<file path="src/verilog/cst_defs.svh">
// Register offsets, field positions and reset values for the serial transfer control
//Behaviour
//- In transmit/receive mode a write of the low transmit view starts a transfer
//- Low transmit view shares storage with the lower byte of the transmit word
//- Initial transmit word holds the first repeat word; writing it starts nothing
//- Initial transmit low view aliases its lower byte and starts nothing either
//- Shift word is readable by software and reading it starts nothing
//- Shift low view is the lower byte; both clear on reset and unit disable
//- In receive-only mode a read of the receive word or low view starts transfer
//- Transfer active flag rises as soon as a transfer starts
//- Each finished word raises the done interrupt; unless a next word starts at once, it drops active, then waits
//- Interrupt delay mode is valid only as clock master, never in slave mode
//- Starting a repeat sequence registers two pending transfer requests at once
//- Repeat receive continues only if receive word or low view is read inside the reservation period
//- Repeat transmit continues only on a timely transmit write; else last word stays shifted
//- Access coinciding with the request clear is ignored and the transfer stops
//- Access coinciding with the done interrupt starts a new repeat sequence
//- Receive peek views return the receive buffer without starting anything
`ifndef CST_DEFS_SVH
`define CST_DEFS_SVH

`define CST_AW 4
`define CST_OFF_CTRL 4'h0
`define CST_OFF_RX_WORD 4'h1
`define CST_OFF_RX_LOW 4'h2
`define CST_OFF_PEEK_WORD 4'h3
`define CST_OFF_PEEK_LOW 4'h4
`define CST_OFF_TX_WORD 4'h5
`define CST_OFF_TX_LOW 4'h6
`define CST_OFF_INIT_WORD 4'h7
`define CST_OFF_INIT_LOW 4'h8
`define CST_OFF_SHIFT_WORD 4'h9
`define CST_OFF_SHIFT_LOW 4'ha
`define CST_OFF_DIV 4'hb

`define CST_CTRL_W 9
`define CST_BIT_ACTIVE 15
`define CST_BIT_PHERR 14
`define CST_SLAVE_CLK 3'h7

`define CST_CTRL_RST 9'h000
`define CST_WORD_RST 16'h0000
`define CST_DIV_RST 8'h04

`endif

</file>
<file path="src/verilog/cst_pkg.sv">
// Types shared by the serial transfer control files
package cst_pkg;

  typedef struct packed {
    logic [2:0] clock_source_select;
    logic irq_delay_select;
    logic first_bit_select;
    logic repeat_select;
    logic length_select;
    logic tx_rx_select;
    logic unit_enable;
  } cst_ctrl_t;

  typedef enum logic [1:0] {
    cst_idle = 2'b01,
    cst_run = 2'b10
  } cst_run_state_t;

  typedef enum logic [2:0] {
    cst_sh_idle = 3'b001,
    cst_sh_shift = 3'b010,
    cst_sh_tail = 3'b100
  } cst_sh_state_t;

endpackage

</file>
<file path="src/verilog/cst_ctrl.sv">
// Transfer control: register port, start logic, repeat reservation and completion
`timescale 1ns/100ps
`include "cst_defs.svh"
module cst_ctrl #(
  parameter int DIV_W = 8
) (
  // Clock and reset
  input wire logic clk_sys,
  input wire logic rst_n,
  input wire logic ce,
  // Register port
  input wire logic [`CST_AW-1:0] reg_addr,
  input wire logic [15:0] reg_wdata,
  input wire logic reg_wr,
  input wire logic reg_rd,
  output logic [15:0] reg_rdata,
  // Serial link
  input wire logic sck_in,
  output logic sck_out,
  output logic sck_oe,
  input wire logic sdi,
  output logic sdo,
  output logic sdo_oe,
  // Status
  output logic transfer_active,
  output logic transfer_done_irq
);

  cst_pkg::cst_ctrl_t ctrl;
  cst_pkg::cst_run_state_t state;
  logic [DIV_W-1:0] half_div;
  logic [15:0] tx_buf;
  logic [15:0] initial_tx;
  logic [15:0] rx_buf;
  logic reserved;
  logic keep_going;
  logic rsv_open;
  logic phase_err;
  logic sck_meta;
  logic sck_sync;
  logic sdi_meta;
  logic sdi_sync;
  logic sh_last;
  logic sh_done;
  logic sh_sck;
  logic sh_sdo;
  logic [15:0] sh_word;

  // Register access decode
  wire wr_ctrl = reg_wr & (reg_addr == `CST_OFF_CTRL);
  wire wr_div = reg_wr & (reg_addr == `CST_OFF_DIV);
  wire wr_txw = reg_wr & (reg_addr == `CST_OFF_TX_WORD);
  wire wr_txl = reg_wr & (reg_addr == `CST_OFF_TX_LOW);
  wire wr_initw = reg_wr & (reg_addr == `CST_OFF_INIT_WORD);
  wire wr_initl = reg_wr & (reg_addr == `CST_OFF_INIT_LOW);
  wire rd_rxw = reg_rd & (reg_addr == `CST_OFF_RX_WORD);
  wire rd_rxl = reg_rd & (reg_addr == `CST_OFF_RX_LOW);

  wire slave = (ctrl.clock_source_select == `CST_SLAVE_CLK);
  wire idle = (state == cst_pkg::cst_idle);
  wire rep = ctrl.repeat_select;

  // Next values of the aliased buffers
  // low view alias
  wire [15:0] next_tx_buf = wr_txw ? reg_wdata : (wr_txl ? {tx_buf[15:8], reg_wdata[7:0]} : tx_buf);
  wire [15:0] next_initial_tx = wr_initw ? reg_wdata :
    (wr_initl ? {initial_tx[15:8], reg_wdata[7:0]} : initial_tx);

  // Start requests; initial buffer and peek or shift reads never appear here
  // transmit write starts
  wire tx_req = ctrl.tx_rx_select & (wr_txw | wr_txl);
  wire rx_req = ~ctrl.tx_rx_select & (rd_rxw | rd_rxl);
  wire req_acc = ctrl.unit_enable & (tx_req | rx_req);

  // access on the done cycle restarts
  wire start_new = req_acc & (idle | (sh_done & ~(rep & keep_going)));
  wire cont = sh_done & rep & keep_going & ~start_new;
  wire sh_start = start_new | cont;

  wire rsv_hit = req_acc & rsv_open & ~sh_last & rep;

  // first repeat word from initial buffer
  wire [15:0] start_word = ~ctrl.tx_rx_select ? `CST_WORD_RST :
    ((rep & start_new) ? initial_tx : (start_new ? next_tx_buf : tx_buf));

  wire dly_eff = ctrl.irq_delay_select & ~slave;

  wire [15:0] rd_mux =
    (reg_addr == `CST_OFF_CTRL) ? {transfer_active, phase_err, 5'h00, ctrl} :
    (reg_addr == `CST_OFF_RX_WORD || reg_addr == `CST_OFF_PEEK_WORD) ? rx_buf :
    (reg_addr == `CST_OFF_RX_LOW || reg_addr == `CST_OFF_PEEK_LOW) ? {8'h00, rx_buf[7:0]} :
    (reg_addr == `CST_OFF_TX_WORD) ? tx_buf :
    (reg_addr == `CST_OFF_TX_LOW) ? {8'h00, tx_buf[7:0]} :
    (reg_addr == `CST_OFF_INIT_WORD) ? initial_tx :
    (reg_addr == `CST_OFF_INIT_LOW) ? {8'h00, initial_tx[7:0]} :
    (reg_addr == `CST_OFF_SHIFT_WORD) ? sh_word :
    (reg_addr == `CST_OFF_SHIFT_LOW) ? {8'h00, sh_word[7:0]} :
    (reg_addr == `CST_OFF_DIV) ? {{(16-DIV_W){1'b0}}, half_div} : `CST_WORD_RST;

  assign transfer_active = ~idle;
  assign sck_oe = ctrl.unit_enable & ~slave;
  assign sdo_oe = ctrl.unit_enable & ctrl.tx_rx_select;
  assign sck_out = sh_sck;
  assign sdo = sh_sdo;

  // Two-stage synchronisers for the link pins
  always_ff @(posedge clk_sys or negedge rst_n)
  begin
    if (!rst_n)
    begin
      sck_meta <= 1'b1;
      sck_sync <= 1'b1;
      sdi_meta <= 1'b0;
      sdi_sync <= 1'b0;
    end
    else if (ce)
    begin
      sck_meta <= sck_in;
      sck_sync <= sck_meta;
      sdi_meta <= sdi;
      sdi_sync <= sdi_meta;
    end
  end

  // Software registers
  always_ff @(posedge clk_sys or negedge rst_n)
  begin
    if (!rst_n)
    begin
      ctrl <= cst_pkg::cst_ctrl_t'(`CST_CTRL_RST);
      half_div <= DIV_W'(`CST_DIV_RST);
      tx_buf <= `CST_WORD_RST;
      initial_tx <= `CST_WORD_RST;
      reg_rdata <= `CST_WORD_RST;
    end
    else if (ce)
    begin
      if (wr_ctrl)
        ctrl <= cst_pkg::cst_ctrl_t'(reg_wdata[`CST_CTRL_W-1:0]);
      if (wr_div)
        half_div <= reg_wdata[DIV_W-1:0];
      tx_buf <= next_tx_buf;
      initial_tx <= next_initial_tx;
      reg_rdata <= reg_rd ? rd_mux : `CST_WORD_RST;
    end
  end

  // Sequencing of words and reservation
  always_ff @(posedge clk_sys or negedge rst_n)
  begin
    if (!rst_n)
    begin
      state <= cst_pkg::cst_idle;
      reserved <= 1'b0;
      keep_going <= 1'b0;
      rsv_open <= 1'b0;
    end
    else if (ce)
    begin
      if (!ctrl.unit_enable)
      begin
        state <= cst_pkg::cst_idle;
        reserved <= 1'b0;
        keep_going <= 1'b0;
        rsv_open <= 1'b0;
      end
      else
      begin
        if (sh_start)
          state <= cst_pkg::cst_run;
        // back to idle after the word
        else if (sh_done)
          state <= cst_pkg::cst_idle;
        if (start_new)
          reserved <= rep;
        else if (sh_last)
          reserved <= 1'b0;
        else if (rsv_hit)
          reserved <= 1'b1;
        if (start_new)
          keep_going <= 1'b0;
        else if (sh_last)
          keep_going <= reserved;
        if (cont)
          rsv_open <= 1'b1;
        else if (sh_last || start_new)
          rsv_open <= 1'b0;
      end
    end
  end

  // Receive buffer, completion pulse and phase error flag
  always_ff @(posedge clk_sys or negedge rst_n)
  begin
    if (!rst_n)
    begin
      rx_buf <= `CST_WORD_RST;
      transfer_done_irq <= 1'b0;
      phase_err <= 1'b0;
    end
    else if (ce)
    begin
      transfer_done_irq <= sh_done;
      if (!ctrl.unit_enable)
        rx_buf <= `CST_WORD_RST;
      else if (sh_done && (!rep || keep_going))
        rx_buf <= sh_word;
      // Set wins over a same-cycle clear
      if (start_new && sh_done && slave)
        phase_err <= 1'b1;
      else if (wr_ctrl && reg_wdata[`CST_BIT_PHERR])
        phase_err <= 1'b0;
    end
  end

  cst_shifter #(
    .DIV_W(DIV_W)
  ) u_shifter (
    .clk_sys(clk_sys),
    .rst_n(rst_n),
    .ce(ce),
    .enable(ctrl.unit_enable),
    .start(sh_start),
    .load_word(start_word),
    .wide(ctrl.length_select),
    .lsb_first(ctrl.first_bit_select),
    .slave(slave),
    .delay(dly_eff),
    .half_div(half_div),
    .sck_sync(sck_sync),
    .sdi_sync(sdi_sync),
    .sck_out(sh_sck),
    .sdo(sh_sdo),
    .last_bit(sh_last),
    .done(sh_done),
    .shift_word(sh_word)
  );

  a_tx_write_starts: assert property (@(posedge clk_sys) disable iff (!rst_n)
    ce && idle && ctrl.unit_enable && ctrl.tx_rx_select && wr_txl |=> transfer_active)
    else $error("transmit low write did not start a transfer");

  a_low_alias_kept: assert property (@(posedge clk_sys) disable iff (!rst_n)
    ce && wr_txl |=> tx_buf[7:0] == $past(reg_wdata[7:0]) && tx_buf[15:8] == $past(tx_buf[15:8]))
    else $error("transmit low view does not alias the word buffer");

  a_init_no_start: assert property (@(posedge clk_sys) disable iff (!rst_n)
    ce && idle && (wr_initw || wr_initl) |=> !transfer_active)
    else $error("initial buffer write started a transfer");

  a_peek_no_start: assert property (@(posedge clk_sys) disable iff (!rst_n)
    ce && idle && reg_rd && !rd_rxw && !rd_rxl |=> !transfer_active)
    else $error("non-starting read started a transfer");

  a_shift_cleared: assert property (@(posedge clk_sys) disable iff (!rst_n)
    ce && !ctrl.unit_enable |=> sh_word == `CST_WORD_RST && rx_buf == `CST_WORD_RST)
    else $error("shift or receive data survive unit disable");

  a_rx_read_starts: assert property (@(posedge clk_sys) disable iff (!rst_n)
    ce && idle && ctrl.unit_enable && !ctrl.tx_rx_select && rd_rxw |=> transfer_active)
    else $error("receive read did not start a transfer");

  a_done_irq_idle: assert property (@(posedge clk_sys) disable iff (!rst_n)
    ce && ctrl.unit_enable && sh_done && !sh_start |=> transfer_done_irq && !transfer_active)
    else $error("word end without interrupt or with active still set");

  a_delay_master: assert property (@(posedge clk_sys) disable iff (!rst_n)
    slave |-> u_shifter.state != cst_pkg::cst_sh_tail)
    else $error("interrupt delay applied in slave mode");

  a_repeat_two_req: assert property (@(posedge clk_sys) disable iff (!rst_n)
    ce && start_new && rep |=> reserved && !keep_going)
    else $error("repeat start did not hold a second request");

  a_stop_no_update: assert property (@(posedge clk_sys) disable iff (!rst_n)
    ce && ctrl.unit_enable && sh_done && rep && !keep_going |=> rx_buf == $past(rx_buf))
    else $error("stopped repeat stream updated the receive buffer");

  a_clear_wins: assert property (@(posedge clk_sys) disable iff (!rst_n)
    ce && ctrl.unit_enable && sh_last && !reserved && !start_new |=> !keep_going && !reserved)
    else $error("access at the clear point kept the stream going");

  a_restart_on_irq: assert property (@(posedge clk_sys) disable iff (!rst_n)
    ce && sh_done && rep && !keep_going && req_acc |=> transfer_active && !keep_going)
    else $error("access on the done cycle did not restart");

  a_window_latch: assert property (@(posedge clk_sys) disable iff (!rst_n)
    ce && ctrl.unit_enable && rsv_hit && !start_new |=> reserved)
    else $error("access inside the reservation period was lost");

  c_single_word: cover property (@(posedge clk_sys) disable iff (!rst_n)
    sh_done && !rep);
  c_repeat_cont: cover property (@(posedge clk_sys) disable iff (!rst_n)
    cont ##[1:1000] cont);
  c_repeat_restart: cover property (@(posedge clk_sys) disable iff (!rst_n)
    sh_done && start_new && rep);

endmodule

</file>
<file path="src/verilog/cst_shifter.sv">
// Bit engine: serial clock, shift register and bit counter for one word
`timescale 1ns/100ps
`include "cst_defs.svh"
module cst_shifter #(
  parameter int DIV_W = 8
) (
  // Clock and reset
  input wire logic clk_sys,
  input wire logic rst_n,
  input wire logic ce,
  // Control
  input wire logic enable,
  input wire logic start,
  input wire logic [15:0] load_word,
  input wire logic wide,
  input wire logic lsb_first,
  input wire logic slave,
  input wire logic delay,
  input wire logic [DIV_W-1:0] half_div,
  // Synchronised link inputs
  input wire logic sck_sync,
  input wire logic sdi_sync,
  // Link outputs
  output logic sck_out,
  output logic sdo,
  // Status
  output logic last_bit,
  output logic done,
  output logic [15:0] shift_word
);

  cst_pkg::cst_sh_state_t state;
  logic [DIV_W-1:0] tick_cnt;
  logic [3:0] bits_left;
  logic sck_prev;
  logic end_pend;

  function automatic logic out_bit(input logic [15:0] s, input logic w, input logic lsb);
    out_bit = lsb ? s[0] : (w ? s[15] : s[7]);
  endfunction

  function automatic logic [15:0] shift_in(input logic [15:0] s, input logic d,
                                          input logic w, input logic lsb);
    if (lsb)
      shift_in = w ? {d, s[15:1]} : {8'h00, d, s[7:1]};
    else
      shift_in = w ? {s[14:0], d} : {8'h00, s[6:0], d};
  endfunction

  wire [DIV_W:0] tick_next = {1'b0, tick_cnt} + {{DIV_W{1'b0}}, 1'b1};
  wire tick = (tick_next >= {1'b0, half_div});
  wire shifting = (state == cst_pkg::cst_sh_shift);
  wire fall_edge = shifting & (slave ? (sck_prev & ~sck_sync) : (tick & sck_out));
  wire rise_edge = shifting & (slave ? (~sck_prev & sck_sync) : (tick & ~sck_out));
  wire final_bit = (bits_left == 4'h0);
  wire [3:0] first_count = wide ? 4'hf : 4'h7;

  // Clear point lies half a bit before the end of the word
  assign last_bit = fall_edge & final_bit;
  // Done a cycle after the last rise, or a half bit later in delay mode, once the word holds its final bit
  assign done = end_pend | ((state == cst_pkg::cst_sh_tail) & tick);

  always_ff @(posedge clk_sys or negedge rst_n)
  begin
    if (!rst_n)
    begin
      state <= cst_pkg::cst_sh_idle;
      tick_cnt <= '0;
      bits_left <= 4'h0;
      sck_prev <= 1'b1;
      end_pend <= 1'b0;
      sck_out <= 1'b1;
      sdo <= 1'b1;
      shift_word <= `CST_WORD_RST;
    end
    else if (ce)
    begin
      sck_prev <= sck_sync;
      end_pend <= enable & rise_edge & final_bit & ~delay;
      tick_cnt <= (tick || state == cst_pkg::cst_sh_idle) ? '0 : tick_next[DIV_W-1:0];
      if (!enable)
      begin
        state <= cst_pkg::cst_sh_idle;
        bits_left <= 4'h0;
        sck_out <= 1'b1;
        sdo <= 1'b1;
        shift_word <= `CST_WORD_RST;
      end
      else if (start)
      begin
        state <= cst_pkg::cst_sh_shift;
        bits_left <= first_count;
        sck_out <= 1'b1;
        shift_word <= load_word;
        sdo <= out_bit(load_word, wide, lsb_first);
      end
      else
      begin
        if (!slave && shifting && tick)
          sck_out <= ~sck_out;
        if (fall_edge)
          sdo <= out_bit(shift_word, wide, lsb_first);
        if (rise_edge)
        begin
          shift_word <= shift_in(shift_word, sdi_sync, wide, lsb_first);
          bits_left <= bits_left - 4'h1;
        end
        if (rise_edge && final_bit)
          state <= delay ? cst_pkg::cst_sh_tail : cst_pkg::cst_sh_idle;
        else if (state == cst_pkg::cst_sh_tail && tick)
          state <= cst_pkg::cst_sh_idle;
      end
    end
  end

endmodule

</file>
<file path="config.mk">
export PLATFORM = sky130hd
export DESIGN_NAME = cst_ctrl
export DESIGN_NICKNAME = d
export VERILOG_FILES = /design/src/verilog/cst_pkg.sv /design/src/verilog/cst_ctrl.sv /design/src/verilog/cst_shifter.sv
export VERILOG_INCLUDE_DIRS = /design/src /design/src/verilog
export SDC_FILE = /design/constraint.sdc
export NUM_CORES = 1
export LEC_CHECK = 0
export ABC_AREA = 0
export BUFFER_PORTS_ARGS = -buffer_cell sky130_fd_sc_hd__buf_4
export CAP_MARGIN = 20
export CORE_MARGIN = 1.5
export CORE_UTILIZATION = 40
export DETAILED_ROUTE_END_ITERATION = 12
export GPL_TIMING_DRIVEN = 0
export PLACE_DENSITY_LB_ADDON = 0.08
export SLEW_MARGIN = 40
export SYNTH_ARGS = -nofsm -noshare
export SYNTH_HDL_FRONTEND = slang
export SYNTH_SLANG_ARGS = --single-unit
</file>
<file path="constraint.sdc">
create_clock -name clk_sys -period 7.67 [get_ports clk_sys]
set_clock_uncertainty 0.2 [all_clocks]
set_input_delay 1.1505 -clock clk_sys [delete_from_list [all_inputs] [get_ports clk_sys]]
set_output_delay 1.1505 -clock clk_sys [all_outputs]
set_load 0.01 [all_outputs]
</file>
==> results of run 1 <==
## power groups by stage
stage                     clock, W  combinational (W)  sequential (W)
after floorplan                  0           0.000307        0.000849
after global placement           0           0.000449        0.000886
after detailed placement         0           0.000460        0.000888
after CTS                 0.000808           0.000461        0.000876
after global routing      0.000834           0.000512        0.000892
final                     0.000798           0.000465        0.000882
## per-stage QoR
step	hold WS [ns]	total power [W]	worst slack [ns]	cell area (um2)
floorplan	0.242	0.00116	4.22	7220
global placement	0.258	0.00133	3.62	7850
detailed placement	0.265	0.00135	3.57	7900
CTS	0.291	0.00215	3.56	8470
global route	0.316	0.00224	3.32	8470
finish	0.290	0.00214	3.53	8470
## cells by family after synthesis
group	after synthesis	share of synthesized area (%)
xor gates and xnor gates	8	0.971
adders and majority gates	19	3.02
buffers and inverters	90	5.46
AOI/OAI and AO/OA	236	23.4
muxes	61	9.19
and+or+nand+nor	182	13.8
DFF	127	44.2
## flip-flops by register name, indices dropped and copies added (netlist names), 2 cells and up
name	flops
u_shifter.tick_cnt	8
ctrl	8
initial_tx	16
u_shifter.shift_word	16
tx_buf	16
u_shifter.state	3
state	2
rx_buf	16
half_div	8
reg_rdata	16
u_shifter.bits_left	4
## worst min path at each step
stage / slack (ns) / startpoint / to / depth (start not counted)
2_1_floorplan: 0.24 / phase_err / phase_err / 2
3_3_place_gp: 0.26 / state[1] / state[1] / 1
3_5_place_dp: 0.26 / state[1] / state[1] / 1
4_1_cts: 0.29 / state[1] / state[1] / 1
5_1_grt: 0.32 / state[1] / state[1] / 1
6_report: 0.29 / state[1] / state[1] / 1
## routing by layer
layer | vias up | GRT usage (%) | part of all wire (%)
met2 | 285 | 40.5 | 46
met4 | 0 | 9.77 | 3.0
li1 | 2817 | - | -
met1 | 3185 | 36.0 | 45
met3 | 46 | 5.00 | 6.1
met5 | - | 0 | 0
## worst max-delay path: stages, from the launching register on
cell and delay [ns]:
dfrtp_1 0.43, ha_1 0.25, nand2_1 0.07, or2_4 0.25, xnor2_1 0.21, ha_1 0.28, a21o_2 0.20, a221oi_2 0.37
o31ai_4 0.25, o21a_1 0.27, nor2_2 0.34, o21ai_1 0.13, nand2_1 0.28, buf_2 0.35, a22o_1 0.20
## cells in the final DEF (no fill, tap or decap), types with 4 or more instances in the layout
cell       instances
o22ai_1           17
clkbuf_1          28
a21o_1             4
inv_1             41
a22o_1            27
a222oi_1           8
clkbuf_16         17
and2_1             4
o21ai_0           57
mux2i_1           19
or3_1             10
maj3_1             8
nor3_1             4
a21oi_1           43
nor2_1            33
xnor2_1            5
nor4_1            10
nand3_1           17
a22oi_1            7
nor2b_1           10
ha_1              11
nand2b_1          17
mux2_2            42
or4_1              4
o22a_1             5
dfrtp_1          119
buf_4             50
o2bb2ai_1          9
a2bb2oi_1          6
o221ai_1          14
dfstp_2            8
nand2_1           46
buf_2             10
and3_1             4
## area by class of cell
| cell class | instances | area [um2] | area share, % |
|---|---|---|---|
| repair buffers | 49 | 395 | 4.67 |
| flip-flops and latches | 127 | 3190 | 37.6 |
| clock inverters | 14 | 131 | 1.55 |
| inverters | 43 | 161 | 1.91 |
| plain buffers | 47 | 233 | 2.75 |
| clock buffers | 18 | 439 | 5.19 |
| multi-input cells | 506 | 3640 | 43.0 |
| well taps | 225 | 282 | 3.32 |
==> results.toml, run 1 <==
[die]
die_area_mm2 = 0.0189
ios = 49
core-area_mm2 = 0.0175
start_util_pct = 41.3
dieHeight_um = 137
die_x_um = 137
rows = 48

[timing]
final.min_clock_period_ns = 4.14
slew_viol_final = 0
rsz0062_at_grt = "false"
finalHoldViolCount = 0
slew-limit-headroom_pct = 45.4
fin_crit_sh_pct = 54.0
clock.fmax_ghz = 0.242
setup_viol = 0
worst_pin_slew_ns = 0.819
tns_ns = 0

[worst_setup_path]
crit_arrival_ns = 4.30
critPathRequiredTime_ns = 7.83
end_kind = "flop"
critPathKind = "flop to flop"
startpoint_type = "flop"
regToRegEndpoint = "rx_buf[15]"
path_max_fanout = 10
crit-reg2reg-launch = "u_shifter.tick_cnt[0]"
rrSetupSlack_ns = 3.53
crit_path_start = "u_shifter.tick_cnt[0]"
crit_path_end = "rx_buf[15]"
reg2regPathDepth = 14

[synthesis]
yosys_register_bits = 127
synth_top_area_share_pct = 41.3
ys_types = 82
synth_area_leaders = "dfrtp_1 41%, mux2_2 6.6%, o21ai_0 4.0%"
yosysTopAreaCell = "dfrtp_1"
seq_area_frac_synth_pct = 44.2
ys.flop_type = "dfrtp_1"
synthTopCellsByCount = "119 x dfrtp_1, 57 x o21ai_0, 46 x nand2_1, 43 x a21oi_1, 42 x mux2_2"
synth_cells = 723
synth-edff-count = 0
syn_area_mm2 = 0.00722
yosys_warnings = 0
syn_avg_cell_area_um2 = 9.98
syn_nets = 761
synth.most_common_cell = "dfrtp_1"
ys_async_sr_fraction_pct = 100

[clock_tree]
cts_sinks = 127
cts_max_path_buffers = 2
clk_pin_slew_ns = 0.06
cts_tree = "done"
post_cts_buffers = 0
insertion_delay_ns = 0.43
cts_hold_buf = 0
ctsResizeCount = 0
cts_root_buffer = "clkbuf_16"
cts_made_buffers = 17
h-tree-depth = 4

[route]
dr_total_vias = 6333
drt_wl_total_um = 23300
drc = 0
routedWlPerCell_um = 22.7
vias_per_cell = 6.15
drt-initial-drc-count = 589
final_antenna_net_count = 0
drtPass1Iterations = 6

[pwr]
power_leakage_nw = 3.66
seq_power_share_pct = 41.1
vdd_drop_max_v = 0.000152
power.internal_w = 0.00142
switchingPower_w = 0.000725
pwr-share-comb_pct = 21.7
clockPowerShare_pct = 37.2
power_per_cell_area_mw_per_mm2 = 253
p_sw_share_pct = 33.8

[final_layout]
drive_above_1_share_pct = 22.4
syn_to_final_growth_pct = 17.4
n_fill_cell = 1619
final_core_util_pct = 48.5
antennaDiodeCount = 0
instances_no_fill = 1029
nets = 829

[place]
portBuffers = 47
gp_congestion = 0.908
dp_cells = 997
hpwl_um = 17200

[global_routing]
grt_start_max_net_pins = 74
grt_use_total_pct = 26.0
antenna_found_initial = 0
grt_pass1_vias = 6215
gr-total-overflow = 0
grt_pass1_wl_um = 36300

[hold_path]
hold_class = "flop to flop"

[run_status]
status = "finished, final reports clean"

[run]
max_cap_violations = 0
Note: power is estimated with default switching activity, not from simulation.
==> inputs of run 2 (changes only) <==
- ABC_AREA: 0 -> 1
- clock period: 7.67 -> 4.05 ns (I/O delays scaled with it)
==> run 2 against run 1 <==
  * Register-to-register slack worse by 3.2 ns
  * Critical path depth up 8
  * Synthesized cell count up 28%
==> results.toml, run 2 <==
[run_status]
status = "finished, final reports clean"

[clock_tree]
cts_max_path_buffers = 2
clk_pin_slew_ns = 0.06
cts_root_buffer = "clkbuf_16"
cts_tree = "done"
cts_sinks = 127
insertion_delay_ns = 0.43
cts_made_buffers = 17
h-tree-depth = 4

[synthesis]
seq_area_frac_synth_pct = 44.9
syn_nets = 963
yosys_register_bits = 127
ys_async_sr_fraction_pct = 100
synth_cells = 925
synth-edff-count = 0
yosysTopAreaCell = "dfrtp_1"
synth_top_area_share_pct = 41.9
ys.flop_type = "dfrtp_1"
yosys_warnings = 0
synth.most_common_cell = "nand2_1"
synthTopCellsByCount = "223 x nand2_1, 144 x o21ai_0, 121 x inv_1, 119 x dfrtp_1, 69 x nand3_1"
ys_types = 41
synth_area_leaders = "dfrtp_1 42%, nand2_1 12%, o21ai_0 10%"
syn_area_mm2 = 0.00710
syn_avg_cell_area_um2 = 7.67

[pwr]
vdd_drop_max_v = 0.000329
power_per_cell_area_mw_per_mm2 = 479
power_leakage_nw = 3.96
clockPowerShare_pct = 37.4
power.internal_w = 0.00268
pwr-share-comb_pct = 23.1
switchingPower_w = 0.00140
seq_power_share_pct = 39.6
p_sw_share_pct = 34.3

[global_routing]
grt_pass1_vias = 6319
gr-total-overflow = 0
grt_pass1_wl_um = 36800
grt_use_total_pct = 27.2
grt_start_max_net_pins = 55
antenna_found_initial = 0

[hold_path]
hold_class = "input pin to flop"
min-delay-start = "sdi"
whs_endpoint = "sdi_meta"
whs_path_depth = 3

[die]
ios = 49
core-area_mm2 = 0.0173
die_x_um = 136
rows = 48
dieHeight_um = 136
die_area_mm2 = 0.0186
start_util_pct = 41.0

[place]
hpwl_um = 17900
gp_congestion = 0.923
portBuffers = 48

[worst_setup_path]
crit_arrival_ns = 3.83
critPathKind = "flop to flop"
path_max_fanout = 10
crit_path_start = "u_shifter.tick_cnt[0]"
critPathRequiredTime_ns = 4.16
regToRegEndpoint = "u_shifter.shift_word[14]"
crit-reg2reg-launch = "u_shifter.tick_cnt[0]"
end_kind = "flop"
reg2regPathDepth = 22
rrSetupSlack_ns = 0.33
startpoint_type = "flop"

[timing]
fin_crit_sh_pct = 91.9
rsz0062_at_grt = "false"
setup_viol = 0
final.min_clock_period_ns = 3.72
clock.fmax_ghz = 0.269
slew-limit-headroom_pct = 49.2
slew_viol_final = 0
worst_pin_slew_ns = 0.757
tns_ns = 0
finalHoldViolCount = 0

[route]
final_antenna_net_count = 0
routedWlPerCell_um = 19.1
drt-initial-drc-count = 737
drc = 0
drtPass1Iterations = 5
vias_per_cell = 5.39
dr_total_vias = 6693
drt_wl_total_um = 23700

[final_layout]
final_cell_mix = "222 x nand2_1, 143 x o21ai_0, 121 x inv_1"
final_core_util_pct = 49.2
syn_to_final_growth_pct = 20.0
drive_above_1_share_pct = 13.8
final_common_cell = "nand2_1"
nets = 1041
antennaDiodeCount = 0

[run]
max_cap_violations = 0
-- run 2: worst max-delay path by stage --
stage	to	cells past startpoint	slack, ns
after floorplan	u_shifter.bits_left[0]	26	0.86
after global placement	u_shifter.shift_word[14]	24	0.14
after detailed placement	u_shifter.shift_word[1]	26	0.16
after CTS	u_shifter.shift_word[1]	26	0.13
after global routing	u_shifter.bits_left[0]	26	0.03
final	u_shifter.shift_word[14]	22	0.33
-- run 2: timing repair --
action | in CTS | in global routing
setup buffers | 0 | 8
hold endpoints to repair | 26 | 0
setup endpoints to repair | 0 | 32
hold buffers | 1 | 0
gates resized for setup | 0 | 14
-- run 2: cell type report --
class	instances	area, um2
fill	1730	8780
tap	225	282
timing repair buffer	59	493
clock inverter	13	140
multi-input combinational	628	3300
sequential	127	3190
clock buffer	19	443
buffer	42	188
inverter	128	487
-- run 2: cell families after synthesis --
kind of cell	Yosys count	synth area share, %
simple gates	360	22.2
compound gates	241	19.4
buf+inv	170	9.38
flops	127	44.9
fa+ha+maj	11	1.94
mux	10	1.50
xor+xnor	6	0.740
-- run 2: power by group through the flow --
stage          registers, W  logic, W  clock network, W
2_1_floorplan       0.00158  0.000590                 0
3_3_place_gp        0.00162  0.000894                 0
3_5_place_dp        0.00163  0.000903                 0
4_1_cts             0.00161  0.000910           0.00155
5_1_grt             0.00164   0.00106           0.00161
6_report            0.00161  0.000942           0.00153
-- run 2: worst max-delay path: stages, from the launching register on --
cell,delay (ns)
dfrtp_1,0.39
ha_1,0.23
nand3_1,0.13
xor2_1,0.15
inv_1,0.07
ha_1,0.29
a21oi_1,0.15
nand3_1,0.10
nand2_1,0.07
nand2_1,0.06
nand2_1,0.08
nand2_1,0.12
nand2_2,0.11
nand2_1,0.12
nand2_1,0.13
nand2_4,0.11
nand2_8,0.15
nand2_4,0.12
inv_2,0.20
clkbuf_2,0.32
nand2_1,0.09
nand4_1,0.11
o22ai_1,0.09
-- run 2: metrics by stage --
step	area [um2]	hold slack, ns	total power [W]	cells	setup slack, ns
global route	8520	0.181	0.00431	1241	0.0274
global placement	7740	0.252	0.00252	1198	0.141
CTS	8400	0.167	0.00407	1233	0.131
floorplan	7100	0.112	0.00217	925	0.857
detailed placement	7800	0.257	0.00253	1200	0.164
finish	8520	0.179	0.00408	1241	0.327
-- run 2: layer usage --
metal | wire length (um) | up-vias | track usage [%]
met4 | 614 | 0 | 9.34
met1 | 11000 | 3136 | 39.5
met3 | 2130 | 34 | 7.72
li1 | - | 3259 | -
met5 | 0 | - | 0
met2 | 9900 | 264 | 38.6
==> inputs of run 3 (changes only) <==
- ABC_AREA: 1 -> default
==> run 3 against run 2 <==
  * Sequential power grew 4%
  * Clock power is essentially flat
  * Final area grew 0.65%
  * First-iteration DRC count shrank 19%
  * Sequential cell count is the same
  * Core utilization shrank 0.19 points
  * Register-to-register slack lost 0.15 ns
  * Combinational power shrank 5.7%
  * Routed wire length shrank 1.3%
  * Worst setup slack lost 0.15 ns
  * Sequential share of layout area shrank 0.23 points
  * Critical path type unchanged
  * Largest cell class unchanged
  * Largest power group unchanged
==> results.toml, run 3 (synthesis results as in run 1) <==
[run_status]
status = "finished, final reports clean"

[global_routing]
grt_pass1_vias = 6232
antenna_found_initial = 0
gr-total-overflow = 0
grt_start_max_net_pins = 74
grt_pass1_wl_um = 36300
grt_use_total_pct = 26.1

[worst_setup_path]
end_kind = "flop"
crit_buf_inv = 2
crit_top_cell = "nor2_1"
critPathRequiredTime_ns = 4.16
critical-path-max-stage-delay_ns = 0.44
crit_arrival_ns = 3.98
path_depth = 15
reg2regPathDepth = 15
cp_slowest_cell = "dfrtp_1"
path_cells = "nand3_2 > nor2_1 > nand3_1 > xnor2_1 > ha_1 > and3_2 > a221oi_4 > o31ai_4 > buf_4 > o311ai_4 > buf_6 > a21oi_2 > o221ai_1 > nor2_1 > a2bb2oi_1"
critPathKind = "flop to flop"
path_max_fanout = 10
crit_family = "compound AO/OA/AOI/OAI gates"
startpoint_type = "flop"

[final_layout]
final_common_cell = "dfrtp_1"
final_cell_mix = "118 x dfrtp_1, 57 x o21ai_0, 56 x buf_4"
nets = 836
syn_to_final_growth_pct = 18.8
instances_no_fill = 1036
n_fill_cell = 1607
drive_above_1_share_pct = 23.4
antennaDiodeCount = 0

[timing]
worst_pin_slew_ns = 0.738
clock.fmax_ghz = 0.258
slew_viol_final = 0
whs_ns = 0.214
setup_viol = 0
fin_crit_sh_pct = 95.6
rsz0062_at_grt = "false"
slew-limit-headroom_pct = 50.8
final.min_clock_period_ns = 3.87
finalHoldViolCount = 0

[die]
dieHeight_um = 137
die_area_mm2 = 0.0189
start_util_pct = 41.3
core-area_mm2 = 0.0175
rows = 48
die_x_um = 137
ios = 49

[clock_tree]
clk_pin_slew_ns = 0.06
cts_root_buffer = "clkbuf_16"
insertion_delay_ns = 0.43
h-tree-depth = 4
cts_max_path_buffers = 2
cts_made_buffers = 17
cts_sinks = 127
cts_tree = "done"

[route]
drt_wl_total_um = 23400
final_antenna_net_count = 0
dr_total_vias = 6280
drtPass1Iterations = 8
vias_per_cell = 6.06
drc = 0
drt-initial-drc-count = 599
routedWlPerCell_um = 22.6

[hold_path]
whs_path_depth = 2
hold_class = "input pin to flop"

[place]
dp_cells = 997
portBuffers = 47
hpwl_um = 17200
gp_congestion = 0.908

[pwr]
p_total_w = 0.00406
power_leakage_nw = 3.70
power_per_cell_area_mw_per_mm2 = 474
vdd_drop_max_v = 0.000288

[run]
max_cap_violations = 0
==> run 3: changes by cell type in the layout (fill, tap and decap cells not counted), moves of 18 or more <==
cell     previous run  this run
inv_1             121        41
nand3_1            69        17
nand2_1           222        45
mux2_2              5        42
o21ai_0           143        57
a21oi_1            25        43
a22o_1              0        27
==> run 3: cell type report <==
cell class | count | area [um2] | area share, %
Timing Repair Buffer | 56 | 450 | 5.26
Buffer | 47 | 238 | 2.77
Inverter | 43 | 161 | 1.88
Sequential cell | 127 | 3190 | 37.2
Tap cell | 225 | 282 | 3.28
Clock buffer | 18 | 439 | 5.12
Clock inverter | 14 | 131 | 1.53
Multi-Input combinational cell | 506 | 3680 | 42.9
==> run 3: what timing repair did <==
item / 4_1_cts / 5_1_grt
endpoints found under the setup margin: 11 / 34
hold endpoints to repair: 47 / 0
cloned: 0 / 0
resized for setup: 2 / 8
hold buffers: 1 / 0
pin swaps: 0 / 1
buffers inserted: 0 / 6
==> run 3: worst paths after layout <==
check | slack (ns) | startpoint | endpoint
max | 0.18 | u_shifter.tick_cnt[2] | u_shifter.shift_word[1]
max in group asynchronous | 2.42 | rst_n | half_div[2]
min in group asynchronous | 0.49 | rst_n | rx_buf[10]
max reg2reg | 0.18 | u_shifter.tick_cnt[2] | u_shifter.shift_word[1]
min reg2reg | 0.29 | state[1] | state[1]
min | 0.21 | sdi | sdi_meta
==> run 3: where the power goes <==
part | switching (W) | internal [W] | total [W]
Clock | 0.000635 | 0.000868 | 0.00150
Combinational | 0.000529 | 0.000359 | 0.000888
Sequential | 0.000203 | 0.00147 | 0.00167
==> run 3: layer usage <==
metal | GRT usage (%) | routed length [um] | up-vias
li1 | - | - | 2835
met1 | 36.1 | 10400 | 3157
met2 | 40.5 | 10800 | 242
met3 | 5.00 | 1500 | 46
met4 | 9.77 | 732 | 0
met5 | 0 | 0 | -
==> run 3: stage by stage <==
step | worst slack (ns) | utilization [%] | area, um2 | setup TNS (ns)
after floorplan | 0.601 | - | 7220 | 0
after CTS | 0.0497 | 48.6 | 8490 | 0
after global routing | 0.0324 | 49.0 | 8570 | 0
after global placement | -0.00496 | 44.9 | 7850 | -0.0159
after detailed placement | -0.0482 | 45.2 | 7900 | -0.347
final | 0.178 | 49.0 | 8570 | 0
